## config.mk

```make
export PLATFORM = sky130hd
export DESIGN_NAME = plri_top
export DESIGN_NICKNAME = d
export VERILOG_FILES = /design/src/hw/plri_pkg.sv /design/src/hw/plri_clk_if.sv /design/src/hw/plri_clkgen.sv /design/src/hw/plri_top.sv
export VERILOG_INCLUDE_DIRS = /design/src /design/src/hw
export SDC_FILE = /design/constraint.sdc
export NUM_CORES = 1
export LEC_CHECK = 0
export CAP_MARGIN = 30
export CORE_MARGIN = 10
export CORE_UTILIZATION = 57
export DETAILED_ROUTE_END_ITERATION = 7
export DONT_BUFFER_PORTS = 1
export GPL_TIMING_DRIVEN = 1
export PLACE_DENSITY = 0.72
export SYNTH_ARGS = -nofsm -noshare
export SYNTH_HDL_FRONTEND = slang
export SYNTH_HIERARCHICAL = 1
export SYNTH_SLANG_ARGS = --single-unit
```

## constraint.sdc

```tcl
create_clock -name sys_clk -period 2.3 [get_ports sys_clk]
set_input_delay 0.115 -clock sys_clk [delete_from_list [all_inputs] [get_ports sys_clk]]
set_output_delay 0.115 -clock sys_clk [all_outputs]
set_load 0.01 [all_outputs]
```

## src/hw/plri_params.svh

```systemverilog
`ifndef PLRI_PARAMS_SVH
`define PLRI_PARAMS_SVH

// Rate of the local reference clock.
`define PLRI_SYS_CLK_MHZ 200
// Inactive time after which the interface is reset, least value in ns.
`define PLRI_RESET_DELAY_NS 2600
`define PLRI_RESET_CYCLES ((`PLRI_RESET_DELAY_NS * `PLRI_SYS_CLK_MHZ + 999) / 1000)
// Inactive time after which the interface is disabled, least value in ns.
`define PLRI_DISABLE_DELAY_NS 26030
`define PLRI_DISABLE_CYCLES ((`PLRI_DISABLE_DELAY_NS * `PLRI_SYS_CLK_MHZ + 999) / 1000)
// Clock restart from the low-power state, least value in us.
`define PLRI_WAKE_LP_US 5300
`define PLRI_WAKE_LP_CYCLES (`PLRI_WAKE_LP_US * `PLRI_SYS_CLK_MHZ)
// Clock restart outside the low-power state, longest value in ns.
`define PLRI_WAKE_FAST_NS 60
`define PLRI_WAKE_FAST_CYCLES ((`PLRI_WAKE_FAST_NS * `PLRI_SYS_CLK_MHZ) / 1000)
// Half period of the link clock in local clock cycles.
`define PLRI_CLK_HALF_CYCLES 2
// Codes on the interface control lines.
`define PLRI_CTL_IDLE 2'h0
`define PLRI_CTL_RECEIVE 2'h2
// Link clock cycles of the initialization sequence.
`define PLRI_INIT_FIRST_CYCLE 4'h1
`define PLRI_INIT_LOW_LAST 4'h7
`define PLRI_INIT_RECEIVE_CYCLE 4'h8

`endif

```

## src/hw/plri_pkg.sv

```systemverilog
`default_nettype none

package plri_pkg;

    // Interface states.
    typedef enum logic [2:0] {
        PLRI_ST_DISABLED,
        PLRI_ST_WAKE,
        PLRI_ST_RESET,
        PLRI_ST_INIT,
        PLRI_ST_NORMAL
    } plri_state_e;

    typedef logic [1:0] plri_ctl_t;
    typedef logic [3:0] plri_cycle_t;

endpackage : plri_pkg

`default_nettype wire

```

## src/hw/plri_clk_if.sv

```systemverilog
`timescale 1ns/1ps
`default_nettype none

// Carries the link clock control between the sequencer and the clock divider.
interface plri_clk_if;
    logic run;
    logic iso_nondiff;
    logic clk_level;
    logic clk_oe_n;
    logic cycle_pulse;

    modport gen (input run, input iso_nondiff, output clk_level, output clk_oe_n, output cycle_pulse);
    modport ctrl (output run, output iso_nondiff, input clk_level, input clk_oe_n, input cycle_pulse);
endinterface : plri_clk_if

`default_nettype wire

```

## src/hw/plri_clkgen.sv

```systemverilog
`timescale 1ns/1ps
`default_nettype none
`include "plri_params.svh"

// Divides the local clock down to the link clock and marks each rising edge.
module plri_clkgen #(
    parameter int HALF_CYCLES = `PLRI_CLK_HALF_CYCLES
) (
    // Clock and synchronised reset.
    input wire logic sys_clk,
    input wire logic rst_sync_n,
    // Clock control.
    plri_clk_if.gen cif
);
    import plri_pkg::*;

    localparam int CW = $clog2(HALF_CYCLES + 1);

    logic [CW-1:0] phase_reg;
    logic level_reg;
    logic pulse_reg;
    logic oe_n_reg;
    wire logic phase_end;

    assign phase_end = (phase_reg == CW'(HALF_CYCLES - 1));

    // A fresh start always spends half a period low before the first rise.
    // Counting waits until the pin is driven, so a floated clock still gets a whole low half.
    always_ff @(posedge sys_clk or negedge rst_sync_n)
    begin
        if (!rst_sync_n)
        begin
            phase_reg <= '0;
            level_reg <= 1'b0;
            pulse_reg <= 1'b0;
        end
        else if (!cif.run || oe_n_reg)
        begin
            phase_reg <= '0;
            level_reg <= 1'b0;
            pulse_reg <= 1'b0;
        end
        else
        begin
            phase_reg <= phase_end ? '0 : phase_reg + 1'b1;
            level_reg <= phase_end ? !level_reg : level_reg;
            pulse_reg <= phase_end && !level_reg;
        end
    end

    // A stopped clock floats in differentiated mode and is held low otherwise.
    always_ff @(posedge sys_clk or negedge rst_sync_n)
    begin
        if (!rst_sync_n)
            oe_n_reg <= 1'b1;
        else
            oe_n_reg <= !(cif.run || cif.iso_nondiff);
    end

    assign cif.clk_level = level_reg;
    assign cif.clk_oe_n = oe_n_reg;
    assign cif.cycle_pulse = pulse_reg;

endmodule : plri_clkgen

`default_nettype wire

```

## src/hw/plri_top.sv

```systemverilog
// What this block does
// - Differentiated mode: after reset delay, outputs end low, float, interface reset.
// - Nondifferentiated mode: after reset delay, outputs driven low, interface reset.
// - Differentiated mode: after disable delay the link clock floats; interface disabled.
// - Nondifferentiated mode: after disable delay the link clock is held low; disabled.
// - Reassertion from reset or from disabled always runs initialization.
// - Clock restarts 5.3 to 7.3 ms from low power, otherwise within 60 ns.
// - Restarted link clock is a 50 percent duty square wave.
// - Differentiated mode: clock starts with half a period low.
// - Differentiated mode: first full cycle drives control and data low once.
// - Nondifferentiated mode: control and data held low for first seven cycles.
// - Eighth cycle shows receive code and all-ones data, driven in both modes.
// - Idle code and zero data end initialization; requests accepted only then.
// - Inactivity of 2.60 to 2.68 us resets the interface.
// - Inactivity of 26.03 to 26.11 us disables the interface.
// - Outside normal operation requests are cancelled and ignored.
`timescale 1ns/1ps
`default_nettype none
`include "plri_params.svh"

module plri_top #(
    parameter int DATA_W = 8,
    parameter int DISABLE_CYCLES = `PLRI_DISABLE_CYCLES,
    parameter int WAKE_LP_CYCLES = `PLRI_WAKE_LP_CYCLES
) (
    // Clock and reset.
    input wire logic sys_clk,
    input wire logic rst_n,
    // Pins from the link controller.
    input wire logic link_power_status,
    input wire logic link_request_line,
    input wire logic iso_mode,
    // Power state of the cable ports.
    input wire logic ports_active,
    // Link clock pin.
    output logic link_clock_output,
    output logic link_clock_oe_n,
    // Control and data lines.
    output plri_pkg::plri_ctl_t interface_control_lines,
    output logic interface_control_oe_n,
    output logic [DATA_W-1:0] interface_data_lines,
    output logic interface_data_oe_n,
    // Towards the rest of the device.
    output logic request_sampled,
    output logic requests_cancel,
    output logic interface_operational
);
    import plri_pkg::*;

    localparam int ICW = 24;
    localparam int WCW = 24;

    plri_clk_if cif ();

    logic rst_meta_reg;
    logic rst_sync_reg;
    wire logic rst_sync_n;

    // Reset asserts at once and releases through two flip-flops.
    always_ff @(posedge sys_clk or negedge rst_n)
    begin
        if (!rst_n)
        begin
            rst_meta_reg <= 1'b0;
            rst_sync_reg <= 1'b0;
        end
        else
        begin
            rst_meta_reg <= 1'b1;
            rst_sync_reg <= rst_meta_reg;
        end
    end
    assign rst_sync_n = rst_sync_reg;

    logic [2:0] pin_meta_reg;
    logic [2:0] pin_sync_reg;
    wire logic lps_s;
    wire logic link_request_line_s;
    wire logic iso_s;

    // Two-stage synchronisers for the pins.
    always_ff @(posedge sys_clk or negedge rst_sync_n)
    begin
        if (!rst_sync_n)
        begin
            pin_meta_reg <= 3'h0;
            pin_sync_reg <= 3'h0;
        end
        else
        begin
            pin_meta_reg <= {iso_mode, link_request_line, link_power_status};
            pin_sync_reg <= pin_meta_reg;
        end
    end
    assign lps_s = pin_sync_reg[0];
    assign link_request_line_s = pin_sync_reg[1];
    assign iso_s = pin_sync_reg[2];

    logic [ICW-1:0] idle_cnt_reg;
    wire logic reset_hit;
    wire logic disable_hit;

    // Inactivity timer; a pulsed status line clears it on every high phase.
    always_ff @(posedge sys_clk or negedge rst_sync_n)
    begin
        if (!rst_sync_n)
            idle_cnt_reg <= '0;
        else if (lps_s)
            idle_cnt_reg <= '0;
        else if (!disable_hit)
            idle_cnt_reg <= idle_cnt_reg + 1'b1;
    end
    assign reset_hit = (idle_cnt_reg == ICW'(`PLRI_RESET_CYCLES));
    assign disable_hit = (idle_cnt_reg == ICW'(DISABLE_CYCLES));

    plri_state_e state_reg;
    plri_state_e state_next;
    plri_cycle_t cyc_reg;
    plri_cycle_t cyc_next;
    logic [WCW-1:0] wake_cnt_reg;
    logic [WCW-1:0] wake_cnt_next;
    wire logic [WCW-1:0] wake_load;

    // A disabled interface with no active port sleeps and wakes slowly.
    assign wake_load = ports_active ? WCW'(`PLRI_WAKE_FAST_CYCLES - 1) : WCW'(WAKE_LP_CYCLES - 1);

    // Interface state sequencing.
    always_comb
    begin
        state_next = state_reg;
        cyc_next = cyc_reg;
        wake_cnt_next = wake_cnt_reg;
        unique case (state_reg)
            PLRI_ST_DISABLED:
            begin
                if (lps_s)
                begin
                    state_next = PLRI_ST_WAKE;
                    wake_cnt_next = wake_load;
                end
            end
            PLRI_ST_WAKE:
            begin
                if (disable_hit)
                    state_next = PLRI_ST_DISABLED;
                else if (wake_cnt_reg == '0)
                begin
                    state_next = PLRI_ST_INIT;
                    cyc_next = '0;
                end
                else
                    wake_cnt_next = wake_cnt_reg - 1'b1;
            end
            PLRI_ST_RESET:
            begin
                if (lps_s)
                begin
                    state_next = PLRI_ST_INIT;
                    cyc_next = '0;
                end
                else if (disable_hit)
                    state_next = PLRI_ST_DISABLED;
            end
            PLRI_ST_INIT:
            begin
                if (disable_hit)
                    state_next = PLRI_ST_DISABLED;
                else if (reset_hit)
                    state_next = PLRI_ST_RESET;
                else if (cif.cycle_pulse)
                begin
                    if (cyc_reg == `PLRI_INIT_RECEIVE_CYCLE)
                        state_next = PLRI_ST_NORMAL;
                    else
                        cyc_next = cyc_reg + 1'b1;
                end
            end
            PLRI_ST_NORMAL:
            begin
                if (reset_hit)
                    state_next = PLRI_ST_RESET;
            end
        endcase
    end

    // State registers; a hardware reset leaves the interface disabled.
    always_ff @(posedge sys_clk or negedge rst_sync_n)
    begin
        if (!rst_sync_n)
        begin
            state_reg <= PLRI_ST_DISABLED;
            cyc_reg <= '0;
            wake_cnt_reg <= '0;
        end
        else
        begin
            state_reg <= state_next;
            cyc_reg <= cyc_next;
            wake_cnt_reg <= wake_cnt_next;
        end
    end

    // The clock runs in every state but disabled and waking.
    assign cif.run = (state_reg != PLRI_ST_DISABLED) && (state_reg != PLRI_ST_WAKE);
    assign cif.iso_nondiff = iso_s;

    plri_clkgen #(
        .HALF_CYCLES(`PLRI_CLK_HALF_CYCLES)
    ) u_clkgen (
        .sys_clk(sys_clk),
        .rst_sync_n(rst_sync_n),
        .cif(cif)
    );

    wire logic in_init;
    wire logic init_low_zone;
    wire logic init_receive;
    wire logic drive_next;
    wire plri_ctl_t ctl_next;
    wire logic data_ones_next;

    // Line values per state: parked low, low-drive phase, receive, then idle.
    assign in_init = (state_reg == PLRI_ST_INIT);
    assign init_low_zone = in_init && (cyc_reg >= `PLRI_INIT_FIRST_CYCLE) && (cyc_reg <= `PLRI_INIT_LOW_LAST);
    assign init_receive = in_init && (cyc_reg == `PLRI_INIT_RECEIVE_CYCLE);
    assign ctl_next = init_receive ? `PLRI_CTL_RECEIVE : `PLRI_CTL_IDLE;
    assign data_ones_next = init_receive;
    // Differentiated lines float when parked and after the first low cycle.
    assign drive_next = (state_reg == PLRI_ST_NORMAL) || init_receive
        || (init_low_zone && (iso_s || cyc_reg == `PLRI_INIT_FIRST_CYCLE))
        || (iso_s && !init_low_zone);

    logic operational_reg;
    logic cancel_reg;
    logic req_reg;

    // Registered line outputs and request gating.
    always_ff @(posedge sys_clk or negedge rst_sync_n)
    begin
        if (!rst_sync_n)
        begin
            interface_control_lines <= `PLRI_CTL_IDLE;
            interface_data_lines <= '0;
            interface_control_oe_n <= 1'b1;
            interface_data_oe_n <= 1'b1;
            operational_reg <= 1'b0;
            cancel_reg <= 1'b0;
            req_reg <= 1'b0;
        end
        else
        begin
            interface_control_lines <= ctl_next;
            interface_data_lines <= data_ones_next ? '1 : '0;
            interface_control_oe_n <= !drive_next;
            interface_data_oe_n <= !drive_next;
            operational_reg <= (state_reg == PLRI_ST_NORMAL);
            cancel_reg <= operational_reg && (state_reg != PLRI_ST_NORMAL);
            req_reg <= link_request_line_s && (state_reg == PLRI_ST_NORMAL);
        end
    end

    assign link_clock_output = cif.clk_level;
    assign link_clock_oe_n = cif.clk_oe_n;
    assign request_sampled = req_reg;
    assign requests_cancel = cancel_reg;
    assign interface_operational = operational_reg;

endmodule : plri_top

`default_nettype wire

```

==> out/metrics.yaml, run 1 <==
sta:
  worstMarginPinSlew_ps: 790
  hold_viol_final: 0
  rsz0062_at_grt: "yes"
  fin_hold_ws_ps: 110
  finClkSkew_ps: 9.80
  fin_crit_sh: 1.02
  setup_viol: 7
  max_freq_mhz: 427
  min_period_ps: 2340
  timing.final.ws_setup_ps: -42.6
  slew_headroom: 0.474
  slew_viol_final: 0
place:
  dp.cells: 480
  io_buffer_count: 0
  hpwlAfterDp_mm: 5.59
  place.gp.congestion: 0.898
  dp_slack_ps: -35.7
final_layout:
  antenna_cells: 0
  instances_no_fill: 509
  syn_to_final_growth_pct: 18.1
  final_net_count: 441
  fin_util: 0.698
  layout-drive-gt1-share: 0.218
  fill_cells: 472
global_routing:
  grt.overflow.total: 0
  grt_pass1_vias: 2923
  antenna_found_initial: 0
  grt_max_degree: 37
  track_usage: 0.162
  grt_pass1_wl_mm: 13.5
routing:
  wl_met3_um: 313
  postRouteAntennaNets: 0
  wirelength_mm: 8.20
  wire_per_inst_um: 16.1
  drc: 0
  vias: 2955
  drt_iter0_markers: 148
  highest_layer: "met4"
  wl_met2_mm: 4.33
  vias_per_cell: 5.81
  dr.pass1.iters: 6
  met1_length_mm: 3.49
die:
  fp.dieW_um: 101
  num_rows: 29
  die-area_um2: 10300
  die-height_um: 101
  coreArea_um2: 6390
  ios: 23
  initial_core_util: 0.591
worst_setup_path:
  crit_type: "register to register"
  startpoint: "wake_cnt_reg[20]"
  critPathLaunchType: "register"
  reg2reg_from: "wake_cnt_reg[20]"
  cp.required_ps: 2570
  worst_setup_path_end_kind: "register"
  cp_max_fo: 7
  cp.arrival_ps: 2610
synthesis:
  synthSimpleGateAreaFrac: 0.252
  yosys_warnings: 6
  synthFlopType: "dfrtp_1"
  synth_cell_types: 63
  synth_compound_area_frac: 0.105
  seq_area_frac_synth: 0.485
  synthCells: 386
  synth_top_family_by_area: "simple AND/OR/NAND/NOR gates"
  async_flop_share: 1.00
  syn_area_um2: 3770
  synth-xor-area-share: 0.0511
  yosys_register_bits: 73
  synth-edff-count: 0
  synthAdderAreaFrac: 0.0265
  synth.area.mux_share: 0.0295
  synth_nets: 400
  avgSynthCellArea_um2: 9.77
status:
  violations: "setup timing"
  status: "finished, violations left"
clock_tree:
  cts_htree_levels: 3
  cts_sinks: 73
  cts_made_buffers: 9
  clk_pin_slew_ps: 80
  cts_tree: "done"
  clockRootBuffer: "clkbuf_8"
  clk_latency_ps: 330
  cts_buffer_depth: 2
run:
  drv_cap: 0
worst_hold_path:
  min_from: "ports_active"
  min-delay-path-class: "primary input to register"
pwr:
  p_leak_nw: 2.01
  ir_worst_vdd_mv: 0.572
  power_density_nw_per_um2: 552
==> cells in the final DEF, fill, tap and decap left out, types with 10 or more instances in the layout <==
| cell type | synthesis | layout |
|---|---|---|
| a21oi_1 | 10 | 10 |
| buf_4 | 10 | 39 |
| dfrtp_1 | 71 | 70 |
| inv_1 | 11 | 10 |
| mux2i_1 | 10 | 10 |
| nand2_1 | 36 | 36 |
| nor2_1 | 52 | 52 |
| nor3_1 | 17 | 16 |
| o21ai_0 | 17 | 15 |
| xor2_1 | 14 | 14 |
==> through the flow <==
| stage | total power [mW] | area (µm²) | TNS, ps |
|---|---|---|---|
| 6_report | 2.46 | 4460 | -107 |
| 5_1_grt | 2.56 | 4460 | -932 |
| 4_1_cts | 2.49 | 4330 | 0 |
| 3_5_place_dp | 1.41 | 4010 | -143 |
| 3_3_place_gp | 1.40 | 4010 | 0 |
| 2_1_floorplan | 1.38 | 3780 | 0 |
==> final cells by class <==
type / instances / area, µm² / share of cell area
Tap cell: 77 / 96.3 / 0.0216
Timing Repair Buffer: 48 / 405 / 0.0910
Inverter: 11 / 41.3 / 0.00927
Clock inverter: 6 / 82.6 / 0.0185
Clock buffer: 10 / 128 / 0.0286
Sequential cell: 73 / 1830 / 0.411
Multi-Input combinational cell: 284 / 1870 / 0.420
==> routing by layer <==
layer	track usage	vias to the layer above
met5	0	-
met4	0.0557	0
met3	0.0361	4
met2	0.279	73
met1	0.193	1446
li1	-	1432
==> path summary, 6_finish.rpt <==
path                                     to  slack, ps  depth (start not counted)
hold reg to reg             pin_sync_reg[2]        240                          0
max in group asynchronous   idle_cnt_reg[6]       1470                          1
setup / recovery               state_reg[1]        -40                          8
setup reg to reg               state_reg[1]        -40                          8
hold / removal             wake_cnt_reg[11]        110                          3
min in group asynchronous   pin_sync_reg[2]        240                          0
==> cell usage after synthesis (all sizes together) (10+ instances only) <==
cell type   n  area, µm²
nor4       10       62.6
xor2       14        123
nand3      11       60.1
or3        13       91.3
inv        11       41.3
dfrtp      71       1780
buf        14        104
nand2      36        135
nor2       53        201
mux2i      10        100
a21oi      10       50.1
o21ai      20        104
nor3       17       85.1
==> cells by family (layout without fill, tap and decap cells) <==
| family | after synthesis | count (layout) |
|---|---|---|
| flops | 73 | 73 |
| compound gates | 59 | 59 |
| simple gates | 181 | 182 |
| buf+inv | 30 | 75 |
| xor+xnor | 22 | 22 |
| other cells | 2 | 2 |
| mux | 11 | 11 |
| fa+ha+maj | 8 | 8 |
==> worst max-delay path, cell delays in order (launching register included) <==
cell and delay [ps]:
dfrtp_1 410, or4_4 540, or3_4 360, o31ai_4 260, buf_6 160, buf_4 110
or2_4 140, and3_2 160, mux2_2 130
==> timing repair <==
item	4_1_cts	5_1_grt
hold buffers	5	0
gates resized for setup	4	21
endpoints found under the hold margin	5	0
gates cloned	1	0
pin swaps	2	9
endpoints found under the setup margin	20	26
buffers inserted	2	5
==> report_power, final <==
part	switching, mW	total (mW)	internal [mW]
combinational	0.0401	0.0698	0.0297
sequential	0.0205	1.32	1.30
clock	0.464	1.07	0.606
No activity file was read; power rests on OpenSTA's default activity.
==> run 2, diff against run 1 <==
Settings changed: CORE_ASPECT_RATIO from default to 0.75.
==> run 2 against run 1 <==
Net effect:
- the run still ends with setup timing left
- critical path type unchanged
- clock skew down 5.2 ps
- die area grew 0.32%
- first-iteration DRC count up 110%
==> out/metrics.yaml, run 2 (same netlist as run 1, synthesis figures left out) <==
worst_setup_path:
  crit_type: "register to register"
  cp.arrival_ps: 2580
  cp_max_fo: 4
  worst_setup_path_end_kind: "register"
  critPathLaunchType: "register"
  cp.required_ps: 2550
routing:
  wire_per_inst_um: 16.0
  vias: 3007
  drt_iter0_markers: 312
  drc: 0
  postRouteAntennaNets: 0
  wirelength_mm: 8.22
  dr.pass1.iters: 4
  vias_per_cell: 5.86
clock_tree:
  cts_tree: "done"
  cts_htree_levels: 3
  cts_sinks: 73
  clk_pin_slew_ps: 80
  cts_buffer_depth: 2
  cts_made_buffers: 9
  clockRootBuffer: "clkbuf_8"
  clk_latency_ps: 350
final_layout:
  mostFrequentLayoutCell: "dfrtp_1"
  layout_common_cells: "dfrtp_1 (70), nor2_1 (52), buf_4 (42)"
  final_net_count: 441
  fill_cells: 489
  layout.area.seq_um2: 1830
  multiInputGateArea_um2: 1830
  antenna_cells: 0
  layout-drive-gt1-share: 0.204
  syn_to_final_growth_pct: 16.9
  fin_util: 0.694
place:
  place.gp.congestion: 0.889
  io_buffer_count: 0
  hpwlAfterDp_mm: 5.59
  dp_slack_ps: -70.1
sta:
  hold_viol_final: 0
  finClkSkew_ps: 4.64
  finalSetupTns_ps: -95.9
  timing.final.ws_setup_ps: -37.0
  min_period_ps: 2340
  slew_headroom: 0.469
  slew_viol_final: 0
  setup_viol: 4
  rsz0062_at_grt: "yes"
  max_freq_mhz: 428
  worstMarginPinSlew_ps: 797
  fin_crit_sh: 1.02
pwr:
  p_leak_nw: 1.99
  power_density_nw_per_um2: 566
  ir_worst_vdd_mv: 0.553
global_routing:
  grt_pass1_vias: 2857
  grt_pass1_wl_mm: 13.4
  grt_max_degree: 61
  antenna_found_initial: 0
  grt.overflow.total: 0
  track_usage: 0.157
die:
  ios: 23
  coreArea_um2: 6350
  die-area_um2: 10300
  die-height_um: 90.4
  num_rows: 25
  fp.dieW_um: 114
  initial_core_util: 0.594
status:
  violations: "setup timing"
  status: "finished, violations left"
run:
  drv_cap: 0
worst_hold_path:
  min-delay-path-class: "primary input to register"
==> run 2: cell types whose count changed in the layout (fill, tap and decap cells not counted), sizes merged <==
cell,before,now
clkinv,3,0
clkinvlp,1,3
inv,11,12
==> run 2: routing by layer <==
layer / routed length [µm] / vias up / track usage
met5: 0 / - / 0
met4: 114 / 0 / 0.0510
met3: 436 / 12 / 0.0378
met2: 3660 / 80 / 0.233
met1: 4010 / 1481 / 0.216
li1: - / 1434 / -
==> run 2: worst paths after layout <==
kind / start / to / slack (ps) / cells past startpoint
min in group asynchronous: rst_sync_n / idle_cnt_reg[18] / 140 / 0
max in group asynchronous: rst_sync_n / u_clkgen/cif.clk_oe_n / 1510 / 1
worst min register to register: rst_sync_n / idle_cnt_reg[18] / 140 / 0
worst max register to register: wake_cnt_reg[20] / cyc_reg[3] / -40 / 7
worst min-delay path: ports_active / wake_cnt_reg[11] / 80 / 3
worst max-delay path: wake_cnt_reg[20] / cyc_reg[3] / -40 / 7
==> run 2: through the flow <==
stage | std cells | hold slack, ps | instance area [µm²] | power [mW]
3_3_place_gp | 485 | -181 | 4030 | 1.40
3_5_place_dp | 485 | -181 | 4030 | 1.41
4_1_cts | 506 | 64.4 | 4310 | 2.51
5_1_grt | 513 | 114 | 4410 | 2.57
6_report | 513 | 76.2 | 4410 | 2.50
2_1_floorplan | 386 | -181 | 3780 | 1.38
==> run 2: power breakdown <==
part / total (mW) / leakage [nW] / internal (mW) / switching [mW]
logic: 0.0680 / 0.993 / 0.0262 / 0.0418
registers: 1.32 / 0.900 / 1.30 / 0.0186
clock network: 1.11 / 0.0991 / 0.614 / 0.494
total: 2.50 / 1.99 / 1.94 / 0.554
==> run 2: critical path, cell delays in order (launching register included) <==
cell     delay (ps)
dfrtp_1         410
or4_4           550
or3_4           360
o31ai_4         250
buf_4           180
and3_4          210
o21ai_2          60
a32o_1          210
==> run 2: timing repair <==
action / in CTS / in global routing
endpoints found under the setup margin: 18 / 23
gates cloned: 0 / 1
hold buffers: 5 / 0
pin swaps: 1 / 6
resized for setup: 2 / 15
setup buffers: 0 / 6
endpoints found under the hold margin: 5 / 0
==> run 2: final cells by class <==
| class | count | area share |
|---|---|---|
| Multi-Input combinational cell | 284 | 0.415 |
| Clock inverter | 6 | 0.0207 |
| Tap cell | 81 | 0.0230 |
| Timing Repair Buffer | 48 | 0.0874 |
| Sequential cell | 73 | 0.415 |
| Inverter | 11 | 0.00936 |
| Clock buffer | 10 | 0.0289 |
==> run 3, diff against run 2 <==
Settings changed: CORE_MARGIN 10 to default, REMOVE_ABC_BUFFERS from default to 1, SYNTH_HIERARCHICAL 1 to default.
==> run 3 against run 2 <==
Net effect:
- clock-buffer cell count did not move
- via count shrank 0.67%
- largest power group unchanged
- die area down 32%
- synthesized area grew 0.96%
- fmax increased by 3.3%
- critical path type unchanged
- first-iteration DRC count fell by 39%
- routed wire length fell by 3.6%
- highest routed layer unchanged
- synthesized cell count grew 1.6%
- sequential cell count is the same
- clock skew grew 7.0 ps
- cell count is 2.7% lower
- clock power increased by 14%
- the run now ends clean
==> out/metrics.yaml, run 3 <==
status:
  status: "finished clean"
clock_tree:
  cts_htree_levels: 3
  cts_tree: "done"
  cts_buffer_depth: 2
  clk_latency_ps: 350
  cts_made_buffers: 9
  cts_sinks: 73
  clockRootBuffer: "clkbuf_8"
  clk_pin_slew_ps: 80
sta:
  worstMarginPinSlew_ps: 793
  slew_headroom: 0.472
  hold_viol_final: 0
  fin_hold_ws_ps: 132
  min_period_ps: 2260
  fin_crit_sh: 0.984
  max_freq_mhz: 442
  slew_viol_final: 0
  rsz0062_at_grt: "yes"
  timing.final.ws_setup_ps: 37.3
  finalSetupTns_ps: 0
  finClkSkew_ps: 11.6
  setup_viol: 0
place:
  dp.cells: 473
  place.gp.congestion: 0.817
  hpwlAfterDp_mm: 5.46
  io_buffer_count: 0
  place_area_um2: 3960
  dp_slack_ps: -9.67
routing:
  drc: 0
  postRouteAntennaNets: 0
  met1_length_mm: 3.93
  highest_layer: "met4"
  vias: 2987
  vias_per_cell: 5.99
  wire_per_inst_um: 15.9
  dr.pass1.iters: 5
  wl_met3_um: 383
  drt_iter0_markers: 190
  wirelength_mm: 7.92
  wl_met2_mm: 3.55
worst_setup_path:
  cp.arrival_ps: 2500
  worst_setup_path_end_kind: "register"
  critPathLaunchType: "register"
  r2r_slack_ps: 40
  r2r_cells: 8
  crit_type: "register to register"
  reg2reg_from: "wake_cnt_reg[0]"
  worstReg2RegEnd: "state_reg[1]"
  cp.required_ps: 2530
  cp_max_fo: 4
pwr:
  p_leak_nw: 1.90
  power_density_nw_per_um2: 1100
  ir_worst_vdd_mv: 0.592
die:
  fp.dieW_um: 96.4
  num_rows: 25
  die-height_um: 72.8
  coreArea_um2: 6380
  initial_core_util: 0.597
  ios: 23
  die-area_um2: 7010
final_layout:
  mostFrequentLayoutCell: "dfrtp_1"
  layout-drive-gt1-share: 0.172
  syn_to_final_growth_pct: 14.2
  antenna_cells: 0
  layout_common_cells: "dfrtp_1 (70), nor2_1 (49), nand2_1 (32)"
  final_net_count: 427
  instances_no_fill: 499
  final_cell_area_um2: 4350
worst_hold_path:
  holdPathEnd: "wake_cnt_reg[10]"
  min_from: "ports_active"
  min-delay-path-class: "primary input to register"
  hold_path_depth: 2
synthesis:
  synthFlopType: "dfrtp_1"
  synth_cell_types: 60
  synth_area_leaders: "dfrtp_1 (47%), nor2_1 (4.8%), xor2_1 (3.5%)"
  synthTopCellsByCount: "dfrtp_1 (71), nor2_1 (49), nand2_1 (33)"
  yosysMostFrequentCell: "dfrtp_1"
  syn_area_um2: 3810
  synthCells: 392
  async_flop_share: 1.00
  yosys_register_bits: 73
  synth_area_leader_cell: "dfrtp_1"
  yosys_warnings: 0
  seq_area_frac_synth: 0.480
  avgSynthCellArea_um2: 9.71
  synth-edff-count: 0
  synthDominantCellAreaShare: 0.467
global_routing:
  grt_max_degree: 56
  grt_pass1_vias: 2705
  track_usage: 0.246
  antenna_found_initial: 0
  grt_pass1_wl_mm: 13.0
  grt.overflow.total: 0
run:
  drv_cap: 0
-- run 3: changes by cell type in the layout (fill, tap and decap cells not counted), moves of 4 or more --
cell,previous run,this run
a21o_1,4,0
buf_4,42,25
nand3_1,10,17
nor3_1,16,23
nor4_1,10,5
nor4_2,0,5
o211ai_1,1,10
o21a_1,5,1
o2bb2ai_1,4,0
or4_1,1,6
-- run 3: repair_timing --
action | CTS | global route
resized for setup | 2 | 8
buffers inserted | 0 | 4
hold buffers | 6 | 0
endpoints found under the hold margin | 6 | 0
pin swaps | 0 | 5
gates cloned | 0 | 0
endpoints found under the setup margin | 2 | 20
-- run 3: power by group --
group / leakage (nW) / internal (mW) / switching (mW)
logic: 0.823 / 0.726 / 0.881
clock network: 0.123 / 0.754 / 0.504
registers: 0.954 / 1.56 / 0.372
-- run 3: final cells by class --
cell class	instances	area (µm²)
Fill cell	515	2030
Inverter	12	45.0
Sequential cell	73	1830
Tap cell	81	101
Timing Repair Buffer	32	268
Clock buffer	10	138
Clock inverter	6	115
Multi-Input combinational cell	285	1850
-- run 3: worst max-delay path: stages (launching register included) --
cell and delay [ps]:
dfrtp_1 390, inv_2 80, ha_1 130, or4b_4 460, or2_0 220, o31a_1 280
nand3b_1 100, o211a_1 190, mux2_4 310
-- run 3: layer usage --
| metal | vias up | track usage |
|---|---|---|
| li1 | 1425 | - |
| met2 | 80 | 0.366 |
| met3 | 5 | 0.0563 |
| met1 | 1477 | 0.364 |
| met4 | 0 | 0.0605 |
| met5 | - | 0 |
-- run 3: per-stage QoR --
stage	power, mW	utilization
3_5_place_dp	3.44	0.620
6_report	4.80	0.682
5_1_grt	5.10	0.682
3_3_place_gp	3.38	0.620
2_1_floorplan	2.99	-
4_1_cts	4.71	0.670
-- run 3: cell families (layout without fill, tap and decap cells) --
logic type,after synthesis,after routing,share of synthesized area
buffers and inverters,34,60,0.0463
AOI/OAI and AO/OA,54,54,0.0966
other,2,2,0.00197
adders and majority gates,8,8,0.0263
and+or+nand+nor,191,191,0.276
xor gates and xnor gates,22,22,0.0506
DFF,73,73,0.480
muxes,8,8,0.0214
-- run 3: how the worst max path moves through the flow --
stage / slack (ps) / start / end
final: 40 / wake_cnt_reg[0] / state_reg[1]
after global routing: -10 / wake_cnt_reg[0] / state_reg[1]
after CTS: 10 / wake_cnt_reg[0] / state_reg[1]
after detailed placement: -10 / wake_cnt_reg[0] / state_reg[1]
after global placement: 60 / idle_cnt_reg[16] / wake_cnt_reg[2]
after floorplan: 20 / idle_cnt_reg[8] / cyc_reg[2]
